`src/wd_pkg.sv`:
```
package wd_pkg;

   // ****************************************************************
   // Register map and bus constants
   // ****************************************************************

   // Byte offsets of the registers on the APB bus.
   localparam logic [7:0] CTRL_OFFSET = 8'h30;
   localparam logic [7:0] CAUSE_OFFSET = 8'h34;
   localparam logic [7:0] KEY_OFFSET = 8'h38;

   // Signature that opens the protected-change window.
   localparam logic [7:0] UNLOCK_KEY = 8'hD8;

   // Field positions in the control register.
   localparam int FLAG_BIT = 7;
   localparam int IRQEN_BIT = 6;
   localparam int PER3_BIT = 5;
   localparam int EN_BIT = 3;
   localparam int PER_LO_MSB = 2;

   // Field positions in the reset-cause register.
   localparam int CAUSE_WD_BIT = 3;
   localparam int CAUSE_BO_BIT = 2;
   localparam int CAUSE_PIN_BIT = 1;
   localparam int CAUSE_POR_BIT = 0;

   // Reset value of the cause flags: only the power-up flag is set.
   localparam logic [3:0] CAUSE_RESET = 4'h1;

   // ****************************************************************
   // Timing constants
   // ****************************************************************

   // Counter width and the shortest period in oscillator cycles.
   localparam int CNT_W = 18;
   localparam logic [CNT_W:0] PERIOD_BASE = 19'h00200;
   localparam logic [3:0] PERIOD_MAX_CODE = 4'h9;
   localparam logic [3:0] PERIOD_FALLBACK = 4'h9;

   // Length of the unlock window in processor cycles.
   localparam logic [2:0] UNLOCK_WINDOW = 3'h4;

   // Bus clock period and the watchdog reset pulse width.
   localparam int PCLK_PERIOD_NS = 25;
   localparam int WD_PULSE_NS = 100;
   localparam int WD_PULSE_INT =
      (WD_PULSE_NS + PCLK_PERIOD_NS - 1) / PCLK_PERIOD_NS;
   localparam logic [3:0] WD_PULSE_CYCLES = 4'(WD_PULSE_INT);

   // ****************************************************************
   // Types
   // ****************************************************************

   // Control register contents as the logic uses them.
   typedef struct packed {
      logic irq_flag;
      logic irq_en;
      logic [3:0] period;
      logic enable;
   } wd_ctrl_t;

   // One APB request as seen by the register decode.
   typedef struct packed {
      logic [7:0] addr;
      logic write;
      logic [31:0] wdata;
   } apb_req_t;

   // Watchdog reset sequencer states.
   typedef enum logic [0:0] {
      WD_IDLE,
      WD_PULSE
   } wd_state_t;

endpackage

```
`src/wd_sync2.sv`:
```
`timescale 1ns/10ps
module wd_sync2 #(
   parameter int W = 1
) (
   // Clock and reset.
   input wire logic pclk,
   input wire logic presetn,
   // Asynchronous inputs and their synchronised copies.
   input wire logic [W-1:0] async_in,
   output logic [W-1:0] sync_out
);

   // First stage, read only by the second stage.
   logic [W-1:0] meta_q;

   // Two-flop synchroniser; the first stage may go metastable.
   always_ff @(posedge pclk or negedge presetn) begin
      if (!presetn) begin
         meta_q <= '0;
         sync_out <= '0;
      end else begin
         meta_q <= async_in;
         sync_out <= meta_q;
      end
   end

endmodule

```
`src/wd_counter.sv`:
```
`timescale 1ns/10ps
module wd_counter
   import wd_pkg::*;
(
   // Clock and reset.
   input wire logic pclk,
   input wire logic presetn,
   // Control.
   input wire logic osc_tick,
   input wire logic clear,
   input wire logic run,
   input wire logic [3:0] period,
   // Expiry pulse, one pclk cycle.
   output logic timeout
);

   // Oscillator cycles counted since the last clear.
   logic [CNT_W-1:0] cnt_q;
   // Period code actually in use.
   logic [3:0] eff_code;
   // Count value on which the period ends.
   logic [CNT_W-1:0] last_cnt;

   // Reserved codes fall back to the longest legal period.
   always_comb begin
      eff_code = (period > PERIOD_MAX_CODE) ? PERIOD_FALLBACK : period;
      last_cnt = CNT_W'((PERIOD_BASE << eff_code) - 19'h00001);
   end

   // Count oscillator ticks; clear when stopped or restarted.
   always_ff @(posedge pclk or negedge presetn) begin
      if (!presetn) begin
         cnt_q <= '0;
         timeout <= 1'b0;
      end else begin
         timeout <= 1'b0;
         if (clear || !run) begin
            cnt_q <= '0;
         end else if (osc_tick) begin
            if (cnt_q == last_cnt) begin
               cnt_q <= '0;
               timeout <= 1'b1;
            end else begin
               cnt_q <= cnt_q + 1'b1;
            end
         end
      end
   end

endmodule

```
`src/wd_timer.sv`:
```
// What this block does
// - Counter advances on the 32 kHz oscillator.
// - Restart instruction clears the counter.
// - Disable or chip reset clears the counter.
// - Reset-mode expiry resets the device.
// - Watchdog reset is a short pulse.
// - Level one: starts off, enable freely.
// - Level one: disable needs key then write.
// - Level two: always runs, enable reads one.
// - Level two: period change needs key first.
// - Watchdog, brown-out, pin flags set, zero-clear.
// - Power-up flag cleared only by software.
// - Reserved cause and control bits read zero.
// - Interrupt flag set on interrupt-mode expiry.
// - Flag cleared by vector or writing one.
// - Interrupt needs flag, enable, global enable.
// - Enable bits choose stop, interrupt or reset.
// - Both set: expiry clears interrupt enable.
// - Period code picks 512 to 256K cycles.
// - Reserved period codes use a valid period.
//
// Chosen here: the APB slave port.
`timescale 1ns/10ps
module wd_timer
   import wd_pkg::*;
(
   // Clock and reset.
   input wire logic pclk,
   input wire logic presetn,
   // APB slave.
   input wire logic psel,
   input wire logic penable,
   input wire logic pwrite,
   input wire logic [7:0] paddr,
   input wire logic [31:0] pwdata,
   output logic pready,
   output logic [31:0] prdata,
   output logic pslverr,
   // Processor side, same clock.
   input wire logic restart_instr,
   input wire logic irq_vector_ack,
   input wire logic global_irq_enable,
   output logic wd_irq,
   // Asynchronous inputs from outside the bus domain.
   input wire logic osc_clk_in,
   input wire logic always_on_fuse,
   input wire logic brownout_rst,
   input wire logic pin_rst,
   input wire logic chip_reset,
   // Reset controller side.
   output logic wd_reset_pulse,
   output logic wd_reset_done
);

   // ****************************************************************
   // Input synchronisation
   // ****************************************************************

   // Synchronised copies of the asynchronous inputs.
   logic [4:0] sync_bus;
   logic osc_s;
   logic fuse_s;
   logic bo_s;
   logic pin_s;
   logic chip_rst_s;
   // Previous oscillator level, for edge detection.
   logic osc_prev_q;
   // One-cycle pulse per oscillator rising edge.
   logic osc_tick;

   wd_sync2 #(
      .W(5)
   ) u_sync (
      .pclk(pclk),
      .presetn(presetn),
      .async_in({osc_clk_in, always_on_fuse, brownout_rst, pin_rst,
                 chip_reset}),
      .sync_out(sync_bus)
   );

   assign {osc_s, fuse_s, bo_s, pin_s, chip_rst_s} = sync_bus;

   // Edge detection sits after the synchroniser, never on its first stage.
   always_ff @(posedge pclk or negedge presetn) begin
      if (!presetn) begin
         osc_prev_q <= 1'b0;
      end else begin
         osc_prev_q <= osc_s;
      end
   end

   assign osc_tick = osc_s && !osc_prev_q;

   // ****************************************************************
   // APB slave
   // ****************************************************************

   // Request captured from the bus.
   apb_req_t req;
   // Address decode.
   logic hit_ctrl;
   logic hit_cause;
   logic hit_key;
   logic mapped;
   // Edge at which a transfer completes.
   logic access;
   logic wr_ctrl;
   logic wr_cause;
   logic wr_key;
   // Readable images of the registers.
   logic [7:0] ctrl_rd;
   logic [7:0] cause_rd;
   logic [7:0] rd_mux;

   assign req = '{addr: paddr, write: pwrite, wdata: pwdata};
   assign hit_ctrl = (req.addr == CTRL_OFFSET);
   assign hit_cause = (req.addr == CAUSE_OFFSET);
   assign hit_key = (req.addr == KEY_OFFSET);
   assign mapped = hit_ctrl || hit_cause || hit_key;
   assign access = psel && penable && pready;
   assign wr_ctrl = access && req.write && hit_ctrl && !pslverr;
   assign wr_cause = access && req.write && hit_cause && !pslverr;
   assign wr_key = access && req.write && hit_key && !pslverr;

   // Read data is sampled during setup, so it is stable in access.
   always_comb begin
      if (hit_ctrl) begin
         rd_mux = ctrl_rd;
      end else if (hit_cause) begin
         rd_mux = cause_rd;
      end else begin
         // The key register reads as zero, as does an unmapped word.
         rd_mux = 8'h00;
      end
   end

   // No wait states: pready rises in the first access cycle.
   always_ff @(posedge pclk or negedge presetn) begin
      if (!presetn) begin
         pready <= 1'b0;
         prdata <= 32'h00000000;
         pslverr <= 1'b0;
      end else if (psel && !penable) begin
         // Setup phase: prepare the answer.
         pready <= 1'b1;
         pslverr <= !mapped;
         prdata <= {24'h000000, rd_mux};
      end else begin
         // Answer stands for one cycle only.
         pready <= 1'b0;
         pslverr <= 1'b0;
         prdata <= 32'h00000000;
      end
   end

   // ****************************************************************
   // Change protection
   // ****************************************************************

   // Cycles left in the unlock window; zero means locked.
   logic [2:0] unlock_cnt_q;
   logic unlocked;

   assign unlocked = (unlock_cnt_q != 3'h0);

   // The key opens a short window; the control write closes it.
   always_ff @(posedge pclk or negedge presetn) begin
      if (!presetn) begin
         unlock_cnt_q <= 3'h0;
      end else if (chip_rst_s) begin
         unlock_cnt_q <= 3'h0;
      end else if (wr_key && req.wdata[7:0] == UNLOCK_KEY) begin
         unlock_cnt_q <= UNLOCK_WINDOW;
      end else if (wr_ctrl) begin
         unlock_cnt_q <= 3'h0;
      end else if (unlocked) begin
         unlock_cnt_q <= unlock_cnt_q - 3'h1;
      end
   end

   // ****************************************************************
   // Control register
   // ****************************************************************

   // Stored control fields.
   wd_ctrl_t ctrl_q;
   // Safety level two when the fuse is programmed.
   logic level2;
   // Enable as the logic and software see it.
   logic enable_eff;
   logic run;
   logic timeout;
   logic wd_fire;
   logic [3:0] wr_period;

   assign level2 = fuse_s;
   assign enable_eff = ctrl_q.enable || level2;
   assign run = enable_eff || ctrl_q.irq_en;
   assign wr_period = {req.wdata[PER3_BIT], req.wdata[PER_LO_MSB:0]};
   assign wd_fire = timeout && enable_eff && !ctrl_q.irq_en;
   assign ctrl_rd = {ctrl_q.irq_flag, ctrl_q.irq_en, ctrl_q.period[3],
                     1'b0, enable_eff, ctrl_q.period[2:0]};

   // Software writes with protection, plus hardware updates on expiry.
   always_ff @(posedge pclk or negedge presetn) begin
      if (!presetn) begin
         ctrl_q <= '0;
      end else if (chip_rst_s) begin
         // Chip reset restores the initial, disabled state.
         ctrl_q <= '0;
      end else begin
         if (wr_ctrl) begin
            ctrl_q.irq_en <= req.wdata[IRQEN_BIT];
            if (level2) begin
               // Enable written value is ignored here.
               if (unlocked) begin
                  ctrl_q.period <= wr_period;
               end
            end else begin
               ctrl_q.period <= wr_period;
               if (unlocked) begin
                  ctrl_q.enable <= req.wdata[EN_BIT];
               end else begin
                  // Setting is free; clearing is refused.
                  ctrl_q.enable <= ctrl_q.enable ||
                                   req.wdata[EN_BIT];
               end
            end
         end
         // Expiry with both bits set drops back to reset mode.
         if (timeout && enable_eff && ctrl_q.irq_en) begin
            ctrl_q.irq_en <= 1'b0;
         end
         // Flag: the set wins over a clear in the same cycle.
         if (timeout && ctrl_q.irq_en) begin
            ctrl_q.irq_flag <= 1'b1;
         end else if (irq_vector_ack ||
                      (wr_ctrl && req.wdata[FLAG_BIT])) begin
            ctrl_q.irq_flag <= 1'b0;
         end
      end
   end

   // ****************************************************************
   // Counter
   // ****************************************************************

   // Clear on restart, on chip reset, and during our own reset pulse.
   logic cnt_clear;

   assign cnt_clear = restart_instr || chip_rst_s ||
                      wd_reset_pulse;

   wd_counter u_counter (
      .pclk(pclk),
      .presetn(presetn),
      .osc_tick(osc_tick),
      .clear(cnt_clear),
      .run(run),
      .period(ctrl_q.period),
      .timeout(timeout)
   );

   // ****************************************************************
   // Interrupt request
   // ****************************************************************

   // Request only while flag, enable and global enable all hold.
   always_ff @(posedge pclk or negedge presetn) begin
      if (!presetn) begin
         wd_irq <= 1'b0;
      end else begin
         wd_irq <= ctrl_q.irq_flag && ctrl_q.irq_en &&
                   global_irq_enable;
      end
   end

   // ****************************************************************
   // Watchdog reset sequencer
   // ****************************************************************

   // Sequencer state and pulse length counter.
   wd_state_t state_q;
   logic [3:0] pulse_cnt_q;

   // A short pulse; its falling edge is marked for the delay counter.
   always_ff @(posedge pclk or negedge presetn) begin
      if (!presetn) begin
         state_q <= WD_IDLE;
         pulse_cnt_q <= 4'h0;
         wd_reset_pulse <= 1'b0;
         wd_reset_done <= 1'b0;
      end else begin
         wd_reset_done <= 1'b0;
         unique case (state_q)
            WD_IDLE: begin
               if (wd_fire) begin
                  state_q <= WD_PULSE;
                  pulse_cnt_q <= WD_PULSE_CYCLES - 4'h1;
                  wd_reset_pulse <= 1'b1;
               end
            end
            WD_PULSE: begin
               if (pulse_cnt_q == 4'h0) begin
                  state_q <= WD_IDLE;
                  wd_reset_pulse <= 1'b0;
                  wd_reset_done <= 1'b1;
               end else begin
                  pulse_cnt_q <= pulse_cnt_q - 4'h1;
               end
            end
         endcase
      end
   end

   // ****************************************************************
   // Reset-cause flags
   // ****************************************************************

   // Only the power-up reset reinitialises these; they survive chip resets.
   logic [3:0] cause_q;

   assign cause_rd = {4'h0, cause_q};

   // Watchdog, brown-out and pin flags: a set wins over a software zero in the same cycle.
   always_ff @(posedge pclk or negedge presetn) begin
      if (!presetn) begin
         cause_q <= CAUSE_RESET;
      end else begin
         if (wr_cause) begin
            // Writing zero clears; writing one leaves a flag alone.
            cause_q <= cause_q & req.wdata[3:0];
         end
         if (wd_fire) begin
            cause_q[CAUSE_WD_BIT] <= 1'b1;
         end
         if (bo_s) begin
            cause_q[CAUSE_BO_BIT] <= 1'b1;
         end
         if (pin_s) begin
            cause_q[CAUSE_PIN_BIT] <= 1'b1;
         end
      end
   end

endmodule

```
`config.mk`:
```
export PLATFORM = sky130hd
export DESIGN_NAME = wd_timer
export DESIGN_NICKNAME = d
export VERILOG_FILES = /design/src/wd_pkg.sv /design/src/wd_sync2.sv /design/src/wd_counter.sv /design/src/wd_timer.sv
export SDC_FILE = /design/constraint.sdc
export NUM_CORES = 1
export LEC_CHECK = 0
export ABC_CLOCK_PERIOD_IN_PS = 2900
export BUFFER_PORTS_ARGS = -buffer_cell sky130_fd_sc_hd__buf_2
export CORE_MARGIN = 5
export CORE_UTILIZATION = 40
export CTS_CLUSTER_SIZE = 14
export DETAILED_ROUTE_END_ITERATION = 6
export GPL_ROUTABILITY_DRIVEN = 1
export PLACE_DENSITY_LB_ADDON = 0.15
export SKIP_CTS_REPAIR_TIMING = 1
export SLEW_MARGIN = 40
export SYNTH_ARGS = -nofsm -noshare
export SYNTH_HDL_FRONTEND = slang
export SYNTH_HIERARCHICAL = 1
export SYNTH_SLANG_ARGS = --single-unit
```
`constraint.sdc`:
```
create_clock -name pclk -period 2.9 [get_ports pclk]
set_input_delay 0.145 -clock pclk [delete_from_list [all_inputs] [get_ports pclk]]
set_output_delay 0.145 -clock pclk [all_outputs]
set_load 0.02 [all_outputs]
```
==> results.yml, run 1 <==
run_status:
  outcome: "completed"
cells_and_area:
  diodes: 0
  multiInputGateArea_um2: 1526
  fin_nets: 461
  regArea_um2: 1528
  nFillCells: 778
  area_growth_pct: 16.63
  drive_gt1_share_pct: 19.90
  stdcell_count: 512
setup_path:
  critical_path_arrival_ps: 2930
  required_ps: 3120
  crit_fanout: 4
  worstSetupPathType: "flop to flop"
  cp-start-kind: "flop"
  end_kind: "flop"
clock_tree:
  cts.path.max_buffers: 2
  cts_tree: "built"
  cts_buffers: 9
  clk_pin_slew_ps: 70
  cts.sinks: 61
  cts_root_buf: "clkbuf_8"
  htreeDepth: 3
  clkLatencyLatePin_ps: 340
drt:
  wl_um: 7183
  vias: 2634
  ant_nets: 0
  via_per_inst: 5.145
  drtIter0Drc: 169
  drc_errors: 0
  drtPass1Iterations: 4
  wire_per_inst_um: 14.03
power:
  p_leak_nw: 1.774
  total_power_w: 0.001928
  p_per_area_nw_per_um2: 500.5
  max-vdd-ir-drop_mv: 0.2994
yosys:
  yosysSeqAreaShare_pct: 46.27
  synth_edf_count: 0
  synthFlopType: "dfrtp_1"
  avgSynthCellArea_um2: 9.571
  syn_inst: 345
  yosys_warnings: 6
  syn-cell-area_um2: 3302
  ys_ff_latch: 61
  synthArstFlopShare_pct: 100.0
  synth_cell_types: 58
timing:
  fmax_mhz: 368.7
  setup_viol: 0
  drv_slew: 0
  tns_ps: 0
  finalCriticalPeriod_ps: 2712
  skew_ps: 12.68
  worst_pin_slew_ps: 670.0
  final_hold_viol_count: 0
  relSlewSlack_pct: 55.33
  period_share_pct: 93.53
  hold_slack_ps: 29.36
floorplanning:
  core-area_um2: 8134
  chipHeight_um: 100.9
  start_util_pct: 40.59
  fp-row-count: 33
  die_area_um2: 10170
  chipWidth_um: 100.9
  io_pins: 90
placed_design:
  dp_hpwl_um: 5354
  numPortBuffers: 40
  routabilityCongestion: 0.8099
  dp_cells: 487
job:
  cap_viol_max_count: 0
global_routing:
  antenna_found_initial: 0
  grt_max_degree: 31
  grt_use_total_pct: 14.97
  overflow: 0
  grt_pass1_vias: 2535
  grt_pass1_wl_um: 12030
worst_hold_path:
  min_path_type: "input pin to flop"
[worst max-delay path, cell delays in order, from the launching register on]
cell and delay, ps:
dfrtp_1 370, nor2_1 140, nand3b_1 110, ha_2 220
nor3_4 210, nand3b_1 110, and4_1 200, or4_4 540
buf_4 160, o21ai_4 190, nor3b_1 70, a221o_1 260
[report_power, final]
group / switching, W / internal (W) / total (W) / leakage [nW]
logic: 0.000142 / 0.0000785 / 0.000221 / 0.871
registers: 0.0000156 / 0.000875 / 0.000891 / 0.803
clock network: 0.000333 / 0.000484 / 0.000816 / 0.101
[final cells by class]
| cell class | instances | area share, % |
|---|---|---|
| Clock buffer | 12 | 3.509 |
| Clock inverter | 4 | 1.884 |
| Inverter | 16 | 1.559 |
| Multi-Input combinational cell | 253 | 39.64 |
| Sequential cell | 61 | 39.67 |
| Tap cell | 105 | 3.411 |
| Timing Repair Buffer | 61 | 10.33 |
[synth_stat cells, drive strengths merged (2+ instances only)]
cell | number | area, µm²
and4 | 3 | 26.28
nand3b | 3 | 22.52
nor2b | 2 | 12.51
dfrtp | 60 | 1501
ha | 6 | 75.07
or3 | 11 | 68.82
clkbuf | 6 | 22.52
mux2i | 7 | 70.07
nor4b | 3 | 41.29
a21oi | 22 | 113.9
nor3 | 11 | 66.32
nand4 | 7 | 43.79
nand2 | 29 | 108.9
inv | 16 | 60.06
a31oi | 4 | 25.02
a21boi | 2 | 15.02
nand2b | 2 | 12.51
o21a | 4 | 30.03
nor3b | 3 | 22.52
nor4 | 3 | 18.77
nand3 | 17 | 85.08
o311ai | 5 | 43.80
o21ai | 15 | 86.34
o31ai | 3 | 22.52
buf | 33 | 257.7
xor2 | 3 | 26.28
and3 | 6 | 37.54
nor2 | 26 | 97.59
o211ai | 2 | 15.01
and2 | 5 | 31.28
a21o | 3 | 22.52
xnor2 | 3 | 26.28
or2 | 4 | 25.02
[cell families (layout without fill, tap and decap cells)]
logic type | after synthesis | count (layout) | synth area share (%)
xor gates and xnor gates | 6 | 6 | 1.592
muxes | 7 | 7 | 2.122
DFF | 61 | 61 | 46.27
other | 1 | 25 | 0.1136
adders and majority gates | 6 | 6 | 2.274
AOI/OAI and AO/OA | 69 | 69 | 13.72
buffers and inverters | 55 | 93 | 10.31
and+or+nand+nor | 140 | 140 | 23.61
[per-stage QoR]
step | utilization, % | cell area (µm²) | setup WS [ps]
CTS | 46.30 | 3766 | 115.2
finish | 47.35 | 3851 | 187.7
global route | 47.35 | 3851 | -1.294
detailed placement | 43.75 | 3558 | 137.2
floorplan | - | 3392 | 162.2
global placement | 43.75 | 3558 | 181.0
[metal layers]
layer | GRT usage [%] | share of wire (%) | vias up
li1 | - | - | 1292
met1 | 20.18 | 47 | 1275
met2 | 23.19 | 47 | 57
met3 | 2.976 | 4.5 | 10
met4 | 6.839 | 1.9 | 0
met5 | 0 | 0 | -
[sequential cells by signal, summed over array words and instances (netlist names)]
signal             flops
cause_q                4
u_counter/cnt_q       18
state_q                1
u_counter/timeout      1
pulse_cnt_q            4
wd_irq                 1
unlock_cnt_q           3
ctrl_q                 7
u_sync/sync_out        5
u_sync/meta_q          5
osc_prev_q             1
pslverr                1
wd_reset_done          1
pready                 1
prdata                 7
wd_reset_pulse         1
[path summary, 6_finish.rpt]
check | startpoint | to | slack (ps) | depth (start not counted)
hold reg to reg | u_sync/meta_q[4] | u_sync/sync_out[4] | 350 | 0
setup / recovery | ctrl_q[4] | u_counter/cnt_q[5] | 190 | 11
setup reg to reg | ctrl_q[4] | u_counter/cnt_q[5] | 190 | 11
hold / removal | pwdata[0] | cause_q[0] | 30 | 3
min in group asynchronous | presetn | pready | 370 | 2
max in group asynchronous | presetn | prdata[2] | 1800 | 3
[layout by cell type, fill, tap and decap left out, types with 4 or more instances in the layout]
master,count
dfrtp_1,60
buf_2,40
nand2_1,29
nor2_1,26
conb_1,25
a21oi_1,21
nand3_1,17
inv_1,16
o21ai_0,14
buf_4,13
or3_1,11
nor3_1,10
clkbuf_8,9
mux2i_1,7
nand4_1,7
and3_1,6
dlygate4sd3_1,6
and2_1,5
ha_1,5
or2_2,4
o21a_1,4
a31oi_1,4
(Power assumes the default switching activity.)
==> inputs of run 2 (changes only) <==
- ABC_CLOCK_PERIOD_IN_PS: 2900 -> 3260
- SLEW_MARGIN: 40 -> 10
- clock period: 2.9 -> 3.26 ns (I/O delays scaled with it)
==> results.yml, run 2 (synthesis gave the netlist of run 1 again) <==
run_status:
  outcome: "completed"
worst_hold_path:
  hold-path-endpoint: "cause_q[0]"
  worstHoldPathCells: 3
  hp-start: "pwdata[0]"
  min_path_type: "input pin to flop"
global_routing:
  grt_max_degree: 36
  gr-usage-met2_pct: 22.63
  gr-usage-met3_pct: 4.221
  antenna_found_initial: 0
  busiest_layer: "met2"
  grt_pass1_wl_um: 11790
  grt_pass1_vias: 2455
  use_met1_pct: 19.68
  overflow: 0
  grt_use_total_pct: 14.78
timing:
  final_hold_viol_count: 0
  period_share_pct: 92.31
  finalCriticalPeriod_ps: 3009
  rsz0062_at_grt: "false"
  hold_slack_ps: 44.09
  relSlewSlack_pct: 47.11
  tns_ps: 0
  fmax_mhz: 332.3
  setup_viol: 0
  skew_ps: 12.34
  worst_pin_slew_ps: 793.4
  drv_slew: 0
setup_path:
  worstReg2RegStart: "ctrl_q[1]"
  slowest_delay_ps: 560
  reg2reg_setup_slack_ps: 250
  required_ps: 3490
  crit_family: "simple AND/OR/NAND/NOR gates"
  timing.critical_path.slowest_stage_cell: "or4_4"
  reg2reg_depth: 9
  path_buf_inv: 0
  reg2reg_to: "u_counter/cnt_q[5]"
  critical_path_arrival_ps: 3240
  cp-start-kind: "flop"
  crit_chain: "nor2_1 -> nand2_1 -> ha_1 -> nor3_4 -> nand3b_1 -> and4_1 -> or4_4 -> o21a_1 -> a221o_1"
  worstSetupPathType: "flop to flop"
  crit_fanout: 14
  end_kind: "flop"
drt:
  drtIter0Drc: 79
  drtPass1Iterations: 4
  wire_per_inst_um: 13.87
  via_per_inst: 5.054
  drc_errors: 0
  vias: 2542
  wl_um: 6976
  ant_nets: 0
cells_and_area:
  regMostFlops: "u_counter/cnt_q"
  post-route-util_pct: 46.58
  layout_common_cells: "60 x dfrtp_1, 40 x buf_2, 29 x nand2_1"
  reg.largest.list: "u_counter/cnt_q (18), ctrl_q (7), prdata (7)"
  final_common_cell: "dfrtp_1"
  fin_nets: 452
  largest_reg_flops: 18
  drive_gt1_share_pct: 18.09
  diodes: 0
  area_growth_pct: 14.74
power:
  total_power_w: 0.001800
  p_leak_nw: 1.740
  p_per_area_nw_per_um2: 475.0
  max-vdd-ir-drop_mv: 0.2618
placed_design:
  dp_hpwl_um: 5104
  routabilityCongestion: 0.7580
  numPortBuffers: 40
clock_tree:
  cts_buffers: 9
  clkLatencyLatePin_ps: 340
  clk_pin_slew_ps: 70
  htreeDepth: 3
  cts_tree: "built"
  cts.path.max_buffers: 2
  cts.sinks: 61
  cts_root_buf: "clkbuf_8"
job:
  cap_viol_max_count: 0
floorplanning:
  start_util_pct: 40.59
  io_pins: 90
  chipHeight_um: 100.9
  fp-row-count: 33
  chipWidth_um: 100.9
  core-area_um2: 8134
  die_area_um2: 10170
==> run 2: cell type report <==
type | instances | area (µm²)
fill | 802 | 4345
sequential | 61 | 1528
multi-input combinational | 253 | 1524
timing repair buffer | 52 | 305.3
clock buffer | 12 | 145.1
tap | 105 | 131.4
clock inverter | 4 | 95.09
inverter | 16 | 60.06
==> run 2: worst max-delay path by stage <==
stage | start | to | slack [ps] | cells past startpoint
2_1_floorplan | ctrl_q[2] | u_counter/cnt_q[5] | 520 | 12
5_1_grt | ctrl_q[1] | u_counter/cnt_q[5] | 50 | 9
6_report | ctrl_q[1] | u_counter/cnt_q[5] | 250 | 9
3_5_place_dp | ctrl_q[1] | u_counter/cnt_q[5] | 240 | 9
4_1_cts | ctrl_q[1] | u_counter/cnt_q[5] | 240 | 9
3_3_place_gp | ctrl_q[1] | u_counter/cnt_q[5] | 300 | 9
==> run 2: per-stage QoR <==
stage                     setup WS (ps)  std cells  instance area (µm²)
after floorplan                   522.2        369                 3392
after global placement            300.4        481                 3488
after detailed placement          244.9        481                 3488
after CTS                         240.7        497                 3729
after global routing              54.72        503                 3789
final                             250.6        503                 3789
==> run 2: per-layer routing <==
layer / share of wire [%] / vias to the layer above
li1: - / 1266
met1: 47 / 1202
met2: 47 / 62
met3: 5.0 / 12
met4: 1.6 / 0
met5: 0 / -
==> run 2: power by group <==
| group | total [W] | internal [W] | switching, W |
|---|---|---|---|
| logic | 0.000186 | 0.0000665 | 0.000120 |
| registers | 0.000792 | 0.000778 | 0.0000135 |
| clock network | 0.000821 | 0.000528 | 0.000293 |
| total | 0.00180 | 0.00137 | 0.000426 |
==> run 2: tightest hold or removal path, stage by stage <==
cell and delay, ps:
buf_2 120, inv_1 50, a21boi_1 50
